==> config.mk <==
export PLATFORM = sky130hd
export DESIGN_NAME = dwt_watchdog
export DESIGN_NICKNAME = d
export VERILOG_FILES = /design/src/rtl/dwt_pkg.sv /design/src/rtl/dwt_tick_if.sv /design/src/rtl/dwt_prescaler.sv /design/src/rtl/dwt_watchdog.sv
export SDC_FILE = /design/constraint.sdc
export NUM_CORES = 1
export LEC_CHECK = 0
export ABC_AREA = 1
export BUFFER_PORTS_ARGS = -buffer_cell sky130_fd_sc_hd__buf_2
export CAP_MARGIN = 10
export CORE_UTILIZATION = 45
export CTS_BUF_LIST = sky130_fd_sc_hd__clkbuf_4
export DETAILED_ROUTE_END_ITERATION = 10
export PLACE_DENSITY = 0.71
export SLEW_MARGIN = 15
export SYNTH_ARGS = -nofsm -noshare
export SYNTH_HDL_FRONTEND = slang
export SYNTH_SLANG_ARGS = --single-unit
==> constraint.sdc <==
create_clock -name sys_clk -period 1.4 [get_ports sys_clk]
set_clock_uncertainty 0.1 [all_clocks]
set_input_delay 0.21 -clock sys_clk [delete_from_list [all_inputs] [get_ports sys_clk]]
set_output_delay 0.21 -clock sys_clk [all_outputs]
set_load 0.05 [all_outputs]
==> src/rtl/dwt_pkg.sv <==
// ---------------------------------------------------------------------------
// ---------------------------------------------------------------------------
package dwt_pkg;

    // -----------------------------------------------------------------------
    // Register map
    // -----------------------------------------------------------------------
    localparam logic [7:0] DWT_ADDR_WATCHDOG = 8'hd8;
    localparam logic [7:0] DWT_RESET_VALUE   = 8'hfe;

    // Field positions inside the watchdog register
    localparam int DWT_BIT_ARM        = 0;
    localparam int DWT_BIT_SELF_RESET = 1;
    localparam int DWT_BIT_PERIOD_MSB = 2;
    localparam int DWT_BIT_PERIOD_LSB = 7;

    // -----------------------------------------------------------------------
    // Timing
    // -----------------------------------------------------------------------
    localparam int          DWT_PRESCALE_CYCLES = 3072;
    localparam logic [11:0] DWT_PRESCALE_LAST   = 12'(DWT_PRESCALE_CYCLES - 1);
    localparam logic [6:0]  DWT_COUNT_RESET     = 7'h7f;
    localparam int          DWT_RESET_PULSE     = 1;

    // Core power state handed to the rest of the chip
    typedef enum logic [1:0] {
        DWT_PWR_RUN  = 2'b00,
        DWT_PWR_WAIT = 2'b01,
        DWT_PWR_STOP = 2'b10
    } dwt_pwr_t;

endpackage : dwt_pkg

==> src/rtl/dwt_tick_if.sv <==
`timescale 1ns/100ps
// Prescaler link between the watchdog core and its tick generator
interface dwt_tick_if;
    logic run;
    logic restart;
    logic tick;

    modport core (output run, output restart, input tick);
    modport gen  (input run, input restart, output tick);
endinterface : dwt_tick_if

==> src/rtl/dwt_prescaler.sv <==
`timescale 1ns/100ps
// Divides the system clock down to one counter step per period unit
module dwt_prescaler (
    // Clock and reset
    input  wire logic  sys_clk,
    input  wire logic  rst_n,
    // Core side
    dwt_tick_if.gen    tk
);
    typedef struct packed {
        logic [11:0] cnt;
    } dwt_pre_state_t;

    dwt_pre_state_t st_r;
    dwt_pre_state_t st_nxt;

    // ------------------------------------------------------------------
    // Divider
    // ------------------------------------------------------------------
    // Restart aligns the first step to a full prescale after a reload
    always_comb begin
        st_nxt = st_r;
        if (tk.restart || !tk.run) begin
            st_nxt.cnt = '0;
        end else if (st_r.cnt == dwt_pkg::DWT_PRESCALE_LAST) begin
            st_nxt.cnt = '0;
        end else begin
            st_nxt.cnt = st_r.cnt + 12'h001;
        end
    end

    assign tk.tick = tk.run && !tk.restart && (st_r.cnt == dwt_pkg::DWT_PRESCALE_LAST);

    always_ff @(posedge sys_clk or negedge rst_n) begin
        if (!rst_n) begin
            st_r <= '0;
        end else begin
            st_r <= st_nxt;
        end
    end

endmodule : dwt_prescaler

==> src/rtl/dwt_watchdog.sv <==
`timescale 1ns/100ps
// ---------------------------------------------------------------------------
// Digital watchdog: reloadable down counter with self reset
// ---------------------------------------------------------------------------
module dwt_watchdog (
    // Clock and reset
    input  wire logic        sys_clk,
    input  wire logic        rst_n,
    // Mask options, static straps
    input  wire logic        opt_hw_activation,
    input  wire logic        opt_ext_stop_ctrl,
    // Core power requests
    input  wire logic        stop_exec,
    input  wire logic        wake_irq,
    input  wire logic        nmi_pin,
    // Register port
    input  wire logic [7:0]  reg_addr,
    input  wire logic [7:0]  reg_wdata,
    input  wire logic        reg_wr,
    input  wire logic        reg_rd,
    output logic      [7:0]  reg_rdata,
    // Status towards the chip
    output logic             wdt_reset_req,
    output logic             wdt_active,
    output logic             osc_halt,
    output dwt_pkg::dwt_pwr_t pwr_state
);

    // ------------------------------------------------------------------
    // State
    // ------------------------------------------------------------------
    typedef struct packed {
        logic [1:0]        nmi_sync;   // Pin synchroniser, bit 0 first stage
        logic              armed;
        logic [6:0]        count;      // Bit 6 is the self-reset stage
        dwt_pkg::dwt_pwr_t pwr;
        logic              rst_req;
        logic [7:0]        rdata;
    } dwt_state_t;

    dwt_state_t st_r;
    dwt_state_t st_nxt;

    dwt_tick_if tk ();

    logic active;
    logic wr_hit;
    logic frozen;

    // ------------------------------------------------------------------
    // Bit reversal between register and counter
    // ------------------------------------------------------------------
    // Register bit 7 is counter bit 0, register bit 2 is counter bit 5
    function automatic logic [5:0] dwt_rev6(input logic [5:0] v);
        logic [5:0] r;
        r = '0;
        for (int i = 0; i < 6; i++) begin
            r[i] = v[5 - i];
        end
        return r;
    endfunction : dwt_rev6

    // Register image of a counter value and arming flag
    function automatic logic [7:0] dwt_image(input logic [6:0] c, input logic a);
        return {dwt_rev6(c[5:0]), c[6], a};
    endfunction : dwt_image

    // ------------------------------------------------------------------
    // Decodes
    // ------------------------------------------------------------------
    assign active = opt_hw_activation || st_r.armed;
    assign wr_hit = reg_wr && (reg_addr == dwt_pkg::DWT_ADDR_WATCHDOG);
    assign frozen = (st_r.pwr == dwt_pkg::DWT_PWR_STOP);

    // Counter runs in run and wait; stop freezes it in every mode
    assign tk.run     = !frozen;
    assign tk.restart = wr_hit;

    dwt_prescaler u_pre (
        .sys_clk (sys_clk),
        .rst_n   (rst_n),
        .tk      (tk)
    );

    // ------------------------------------------------------------------
    // Next-state logic
    // ------------------------------------------------------------------
    always_comb begin
        st_nxt          = st_r;
        st_nxt.nmi_sync = {st_r.nmi_sync[0], nmi_pin};
        st_nxt.rst_req  = 1'b0;

        // Counter: reload on write, else step on prescaler tick
        if (wr_hit) begin
            st_nxt.count = {reg_wdata[dwt_pkg::DWT_BIT_SELF_RESET],
                            dwt_rev6(reg_wdata[dwt_pkg::DWT_BIT_PERIOD_LSB:
                                               dwt_pkg::DWT_BIT_PERIOD_MSB])};
            if (reg_wdata[dwt_pkg::DWT_BIT_ARM]) begin
                st_nxt.armed = 1'b1;
            end
            // A zero never clears the arming flag
            if (!reg_wdata[dwt_pkg::DWT_BIT_SELF_RESET]) begin
                st_nxt.rst_req = 1'b1;
            end
        end else if (tk.tick) begin
            st_nxt.count = st_r.count - 7'h01;
            // Bit 6 falling ends the period when active
            if (active && st_r.count[6] && !st_nxt.count[6]) begin
                st_nxt.rst_req = 1'b1;
            end
        end

        // Power state: stop only truly stops where the watchdog allows it
        case (st_r.pwr)
            dwt_pkg::DWT_PWR_RUN: begin
                if (stop_exec) begin
                    if (!active) begin
                        st_nxt.pwr = dwt_pkg::DWT_PWR_STOP;
                    end else if (!opt_ext_stop_ctrl) begin
                        st_nxt.pwr = dwt_pkg::DWT_PWR_WAIT;
                    end else if (st_r.nmi_sync[1]) begin
                        st_nxt.pwr = dwt_pkg::DWT_PWR_STOP;
                    end else begin
                        st_nxt.pwr = dwt_pkg::DWT_PWR_WAIT;
                    end
                end
            end
            dwt_pkg::DWT_PWR_WAIT,
            dwt_pkg::DWT_PWR_STOP: begin
                if (wake_irq) begin
                    st_nxt.pwr = dwt_pkg::DWT_PWR_RUN;
                end
            end
            default: begin
                st_nxt.pwr = dwt_pkg::DWT_PWR_RUN;
            end
        endcase

        // Read data stands for the one cycle after the strobe
        if (reg_rd && reg_addr == dwt_pkg::DWT_ADDR_WATCHDOG) begin
            st_nxt.rdata = dwt_image(st_r.count, active);
        end else begin
            st_nxt.rdata = 8'h00;
        end
    end

    // ------------------------------------------------------------------
    // State register
    // ------------------------------------------------------------------
    // Chip reset (which this block itself requests) restores all state
    always_ff @(posedge sys_clk or negedge rst_n) begin
        if (!rst_n) begin
            st_r.nmi_sync <= 2'b00;
            st_r.armed    <= 1'b0;
            st_r.count    <= dwt_pkg::DWT_COUNT_RESET;
            st_r.pwr      <= dwt_pkg::DWT_PWR_RUN;
            st_r.rst_req  <= 1'b0;
            st_r.rdata    <= 8'h00;
        end else begin
            st_r <= st_nxt;
        end
    end

    // ------------------------------------------------------------------
    // Outputs
    // ------------------------------------------------------------------
    assign reg_rdata     = st_r.rdata;
    assign wdt_reset_req = st_r.rst_req;
    assign wdt_active    = active;
    assign osc_halt      = frozen;
    assign pwr_state     = st_r.pwr;

endmodule : dwt_watchdog

Yosys cells after proc, flatten, opt, wreduce, memory -nomap -nowiden

Index checks and enable logic that the tools add are counted.

Bits in writable memories: 0
Latch bits: 0
Memory bits (read-only): 0
Memories kept: 0
Flip-flop bits (word level): 33
Output and inout port bits: 13

$add $sub $neg: 2
Bitwise operators: 0
Mux-type cells: 15
Reduce and logical (&&, ||, !) cells: 16
Shifts and indexed selects: 0
$lt $le $gt $ge: 0
Divide/modulo/power cells: 0
Equal/unequal tests: 6
$mul: 0

Operator list:

| operator              | count |
|---|---|
| $mux 12               | 2 |
| $mux 7                | 2 |
| $add 12x1->12 const B | 1 |
| $eq 12x12->1 const B  | 1 |
| $mux 2                | 5 |
| $eq 8x8->1 const B    | 1 |
| $mux 8                | 1 |
| $sub 7x1->7 const B   | 1 |
| $logic_and 1x1->1     | 6 |
| $mux 1                | 4 |
| $ne 2x2->1 const B    | 2 |
| $pmux 2 s2            | 1 |
| $reduce_and 2->1      | 2 |
| $logic_not 1->1       | 3 |
| $eq 2x1->1 const B    | 1 |
| $eq 2x2->1 const B    | 1 |
| $logic_not 2->1       | 1 |
| $logic_or 1x1->1      | 2 |
| $reduce_bool 2->1     | 1 |
| $reduce_or 2->1       | 1 |

Longest topological paths before layout

Word-level depth: 7
Mapped depth: 9

Hierarchy

From an unflattened synthesis, not the netlist that was laid out.

Cells, all modules: 218
Area, all modules: 1788.0 sq um

Modules (own cells, without submodules):

| module        | cells each | instances | area an instance (sq um) |
|---|---|---|---|
| dwt_watchdog  | 138        | 1         | 1117.3 |
| dwt_prescaler | 80         | 1         | 670.6 |

Worst setup path after synthesis

No wires, ideal clock.

Kind: flip-flop to flip-flop
From: register st_r, in the netlist pwr_state[0]
To: register u_pre.st_r[10] (netlist bit)
Period minus slack after synthesis: 1.662 ns
Stages on the path, launching flop included: 8
Buffers on the path: 0
Setup slack: -0.262 ns
Setup time: 0.120 ns
Arrival: 1.442 ns
Path through: dfrtp_1 > inv_1 > ha_1 > inv_1 > nand2_2 > inv_1 > nand2_2 > nor2_1

RTL lines:

| element                  | RTL line            | text |
|---|---|---|
| start: declaration       | dwt_watchdog.sv:41  | `dwt_state_t st_r;` |
| start signal: assignment | dwt_watchdog.sv:160 | `st_r <= st_nxt;` |
| end signal: assignment   | dwt_prescaler.sv:38 | `st_r <= st_nxt;` |
| end: declaration         | dwt_prescaler.sv:14 | `dwt_pre_state_t st_r;` |

Final worst setup path

From: register st_r, in the netlist pwr_state[0]
To: output osc_halt

Cells in the longest elaborated chain, start to end: 1

Ends and longest elaborated chain:

| element          | RTL line           | text |
|---|---|---|
| $eq 2x2->1       | dwt_watchdog.sv:73 | `assign frozen = (st_r.pwr == dwt_pkg::DWT_PWR_STOP);` |
| end: declaration | dwt_watchdog.sv:25 | `output logic osc_halt,` |

No other way between the ends.

==> results.sh <==
export IMPL_syn_num_nets=247
export IMPL_max_freq_mhz=684.3
export IMPL_clkTransAtPathRegs_ps=110
export IMPL_start_util=0.4764
export IMPL_fin_crit_sh=1.044
export IMPL_setup_tns_ps=-655.1
export IMPL_cts_made_buffers=5
export IMPL_arrival_ps=1150
export IMPL_die_h_um=64.73
export IMPL_syn_cell_area_mm2=0.001770
export IMPL_grt_antenna_before_repair=0
export IMPL_required_ps=1090
export IMPL_final_core_util=0.6269
export IMPL_clock_sinks=33
export IMPL_status="finished, violations left"
export IMPL_powerDensity_mw_per_mm2=1174
export IMPL_drt_iter0_markers=99
export IMPL_place_gp_congestion=0.8346
export IMPL_crit_type="flop to primary output"
export IMPL_synth_fa_ha_area_frac=0.02827
export IMPL_grt_usage=0.2047
export IMPL_holdPathEnd="wdt_reset_req$_DFF_PN0_"
export IMPL_core_mm2=0.003716
export IMPL_drt_pass1_iter_count=4
export IMPL_antenna_left=0
export IMPL_vdd_drop_max_mv=0.3719
export IMPL_worst_slack_ps=-61.35
export IMPL_setup_viol=16
export IMPL_dp_slack_ps=-94.23
export IMPL_rsz0062_at_grt="yes"
export IMPL_hold_ws_ps=19.96
export IMPL_final_max_slew_violation_count=0
export IMPL_cp_start_kind="flop"
export IMPL_first_global_vias=1510
export IMPL_p_total_mw=2.736
export IMPL_p_leak_nw=1.165
export IMPL_clock_root_buffer="clkbuf_4"
export IMPL_place_inst=306
export IMPL_r2r_end="u_pre.st_r[11]$_DFF_PN0_"
export IMPL_clockBufferDepth=2
export IMPL_relSlewSlack=0.7508
export IMPL_postSynthAreaPerCell_um2=8.121
export IMPL_synthMuxAreaShare=0
export IMPL_std_cell_rows=22
export IMPL_dp_hpwl_mm=2.662
export IMPL_placed_area_mm2=0.002066
export IMPL_wl_per_cell_um=11.81
export IMPL_crit_path_end_kind="primary output"
export IMPL_synthSimpleGateAreaFrac=0.3237
export IMPL_die_w_um=64.73
export IMPL_violations="negative setup slack"
export IMPL_drive_above_1_share=0.3869
export IMPL_seq_area_frac_synth=0.4714
export IMPL_area_growth_pct=31.59
export IMPL_fin_nets=302
export IMPL_synth_xor_area_frac=0.03958
export IMPL_synth_seq_cells=33
export IMPL_fill_cells=324
export IMPL_routed_wl_mm=3.804
export IMPL_worst_pin_slew_ps=373.8
export IMPL_cts_tree="done"
export IMPL_overflow=0
export IMPL_cap_violations=0
export IMPL_synth_distinct_cells=27
export IMPL_finalNonFillerCells=322
export IMPL_dieArea_mm2=0.004189
export IMPL_worst_hold_path_type="input port to flop"
export IMPL_syn_inst=218
export IMPL_drc=0
export IMPL_via_per_inst=4.848
export IMPL_ys_warn_count=0
export IMPL_rr_startpoint="u_pre.st_r[1]$_DFF_PN0_"
export IMPL_grt_pass1_wl_mm=6.341
export IMPL_hold_viol=0
export IMPL_grt_max_degree=20
export IMPL_synth_compound_area_share=0.03110
export IMPL_io_pins=38
export IMPL_port_buffers=37
export IMPL_reg2reg_depth=8
export IMPL_synth_top_family_by_area="simple AND/OR/NAND/NOR gates"
export IMPL_htreeDepth=2
export IMPL_crit_fanout=3
export IMPL_period_needed_ps=1461
export IMPL_rrSetupSlack_ps=-50
export IMPL_hp_start="reg_wdata[1]"
export IMPL_clock_latency_ps=340
export IMPL_worstHoldPathCells=3
export IMPL_diodes=0
export IMPL_final_cell_area_mm2=0.002330
export IMPL_num_vias=1561
## critical path: stages (launching register included)
cell     delay [ps]
dfrtp_1         400
inv_2            90
ha_4            170
buf_8           150
## repair_timing
item | in CTS | in global routing
pin swaps | 13 | 8
hold endpoints to repair | 34 | 0
hold buffers | 3 | 0
endpoints found under the setup margin | 17 | 23
gates resized for setup | 29 | 8
buffers inserted | 4 | 2
## cells in the final DEF, fill, tap and decap left out, types with 7 or more instances in the layout
cell,netlist,final
nand4_1,7,7
nor2_1,34,30
buf_2,0,35
dfrtp_1,26,26
inv_1,25,23
dfstp_2,7,7
nand3_2,1,9
buf_4,10,17
nand3_1,20,11
nand2_1,53,48
## flip-flops by register name, summed over array words and instances, names as in the netlist
name / count
wdt_reset_req: 1
reg_rdata: 8
u_pre.st_r: 12
st_nxt: 1
pwr_state: 2
st_r: 9
## where the power goes
part	switching [mW]	total (mW)	internal [mW]	leakage, nW
logic	0.609	1.04	0.435	0.712
clock network	0.335	0.516	0.181	0.0300
registers	0.105	1.18	1.07	0.424
## routing by layer
metal | share of wire | wire, µm | GRT usage | vias to the layer above
met1 | 0.43 | 1630 | 0.2339 | 720
met2 | 0.51 | 1926 | 0.3477 | 43
li1 | - | - | - | 786
met5 | 0 | 0 | 0 | -
met4 | 0.027 | 103 | 0.1167 | 0
met3 | 0.038 | 144 | 0.04754 | 12
## final cells by class
cell class,instances,area [µm²],area share
clock buffers,5,37.54,0.01611
clock inverters,3,12.51,0.005371
inverters,26,97.59,0.04189
multi-input cells,147,885.9,0.3802
flip-flops and latches,33,834.6,0.3582
well taps,48,60.06,0.02578
repair buffers,60,401.6,0.1724
## cell families (layout without fill, tap and decap cells)
group | count (synthesis) | in the layout
AOI/OAI and AO/OA | 9 | 9
xor gates and xnor gates | 8 | 8
adders and majority gates | 4 | 4
buffers and inverters | 38 | 94
DFF | 33 | 33
and+or+nand+nor | 126 | 126
## worst max-delay path by stage
stage,from,to,slack [ps],cells after the start
floorplan,u_pre.st_r[0]$_DFF_PN0_,u_pre.st_r[10]$_DFF_PN0_,10,8
global placement,u_pre.st_r[1]$_DFF_PN0_,u_pre.st_r[0]$_DFF_PN0_,-70,8
detailed placement,u_pre.st_r[1]$_DFF_PN0_,u_pre.st_r[0]$_DFF_PN0_,-90,8
CTS,pwr_state[0]$_DFFE_PN0P_,osc_halt,-80,3
global route,u_pre.st_r[5]$_DFF_PN0_,st_r[15]$_DFFE_PN1P_,-150,7
finish,pwr_state[0]$_DFFE_PN0P_,osc_halt,-60,3
## cell usage after synthesis, drive strengths merged
| library cell | number | area share |
|---|---|---|
| nand4 | 7 | 0.025 |
| o21ai | 3 | 0.011 |
| dfrtp | 26 | 0.37 |
| or2 | 2 | 0.0071 |
| nor3b | 2 | 0.0085 |
| nand3 | 22 | 0.072 |
| o22ai | 3 | 0.011 |
| dfstp | 7 | 0.10 |
| a21oi | 2 | 0.0057 |
| xnor2 | 2 | 0.0099 |
| a21o | 1 | 0.0042 |
| ha | 4 | 0.028 |
| xor2 | 6 | 0.030 |
| nand2 | 56 | 0.12 |
| inv | 26 | 0.055 |
| buf | 11 | 0.049 |
| nor2 | 37 | 0.088 |
| clkbuf | 1 | 0.0021 |
Power figures use the tool's default switching activity.
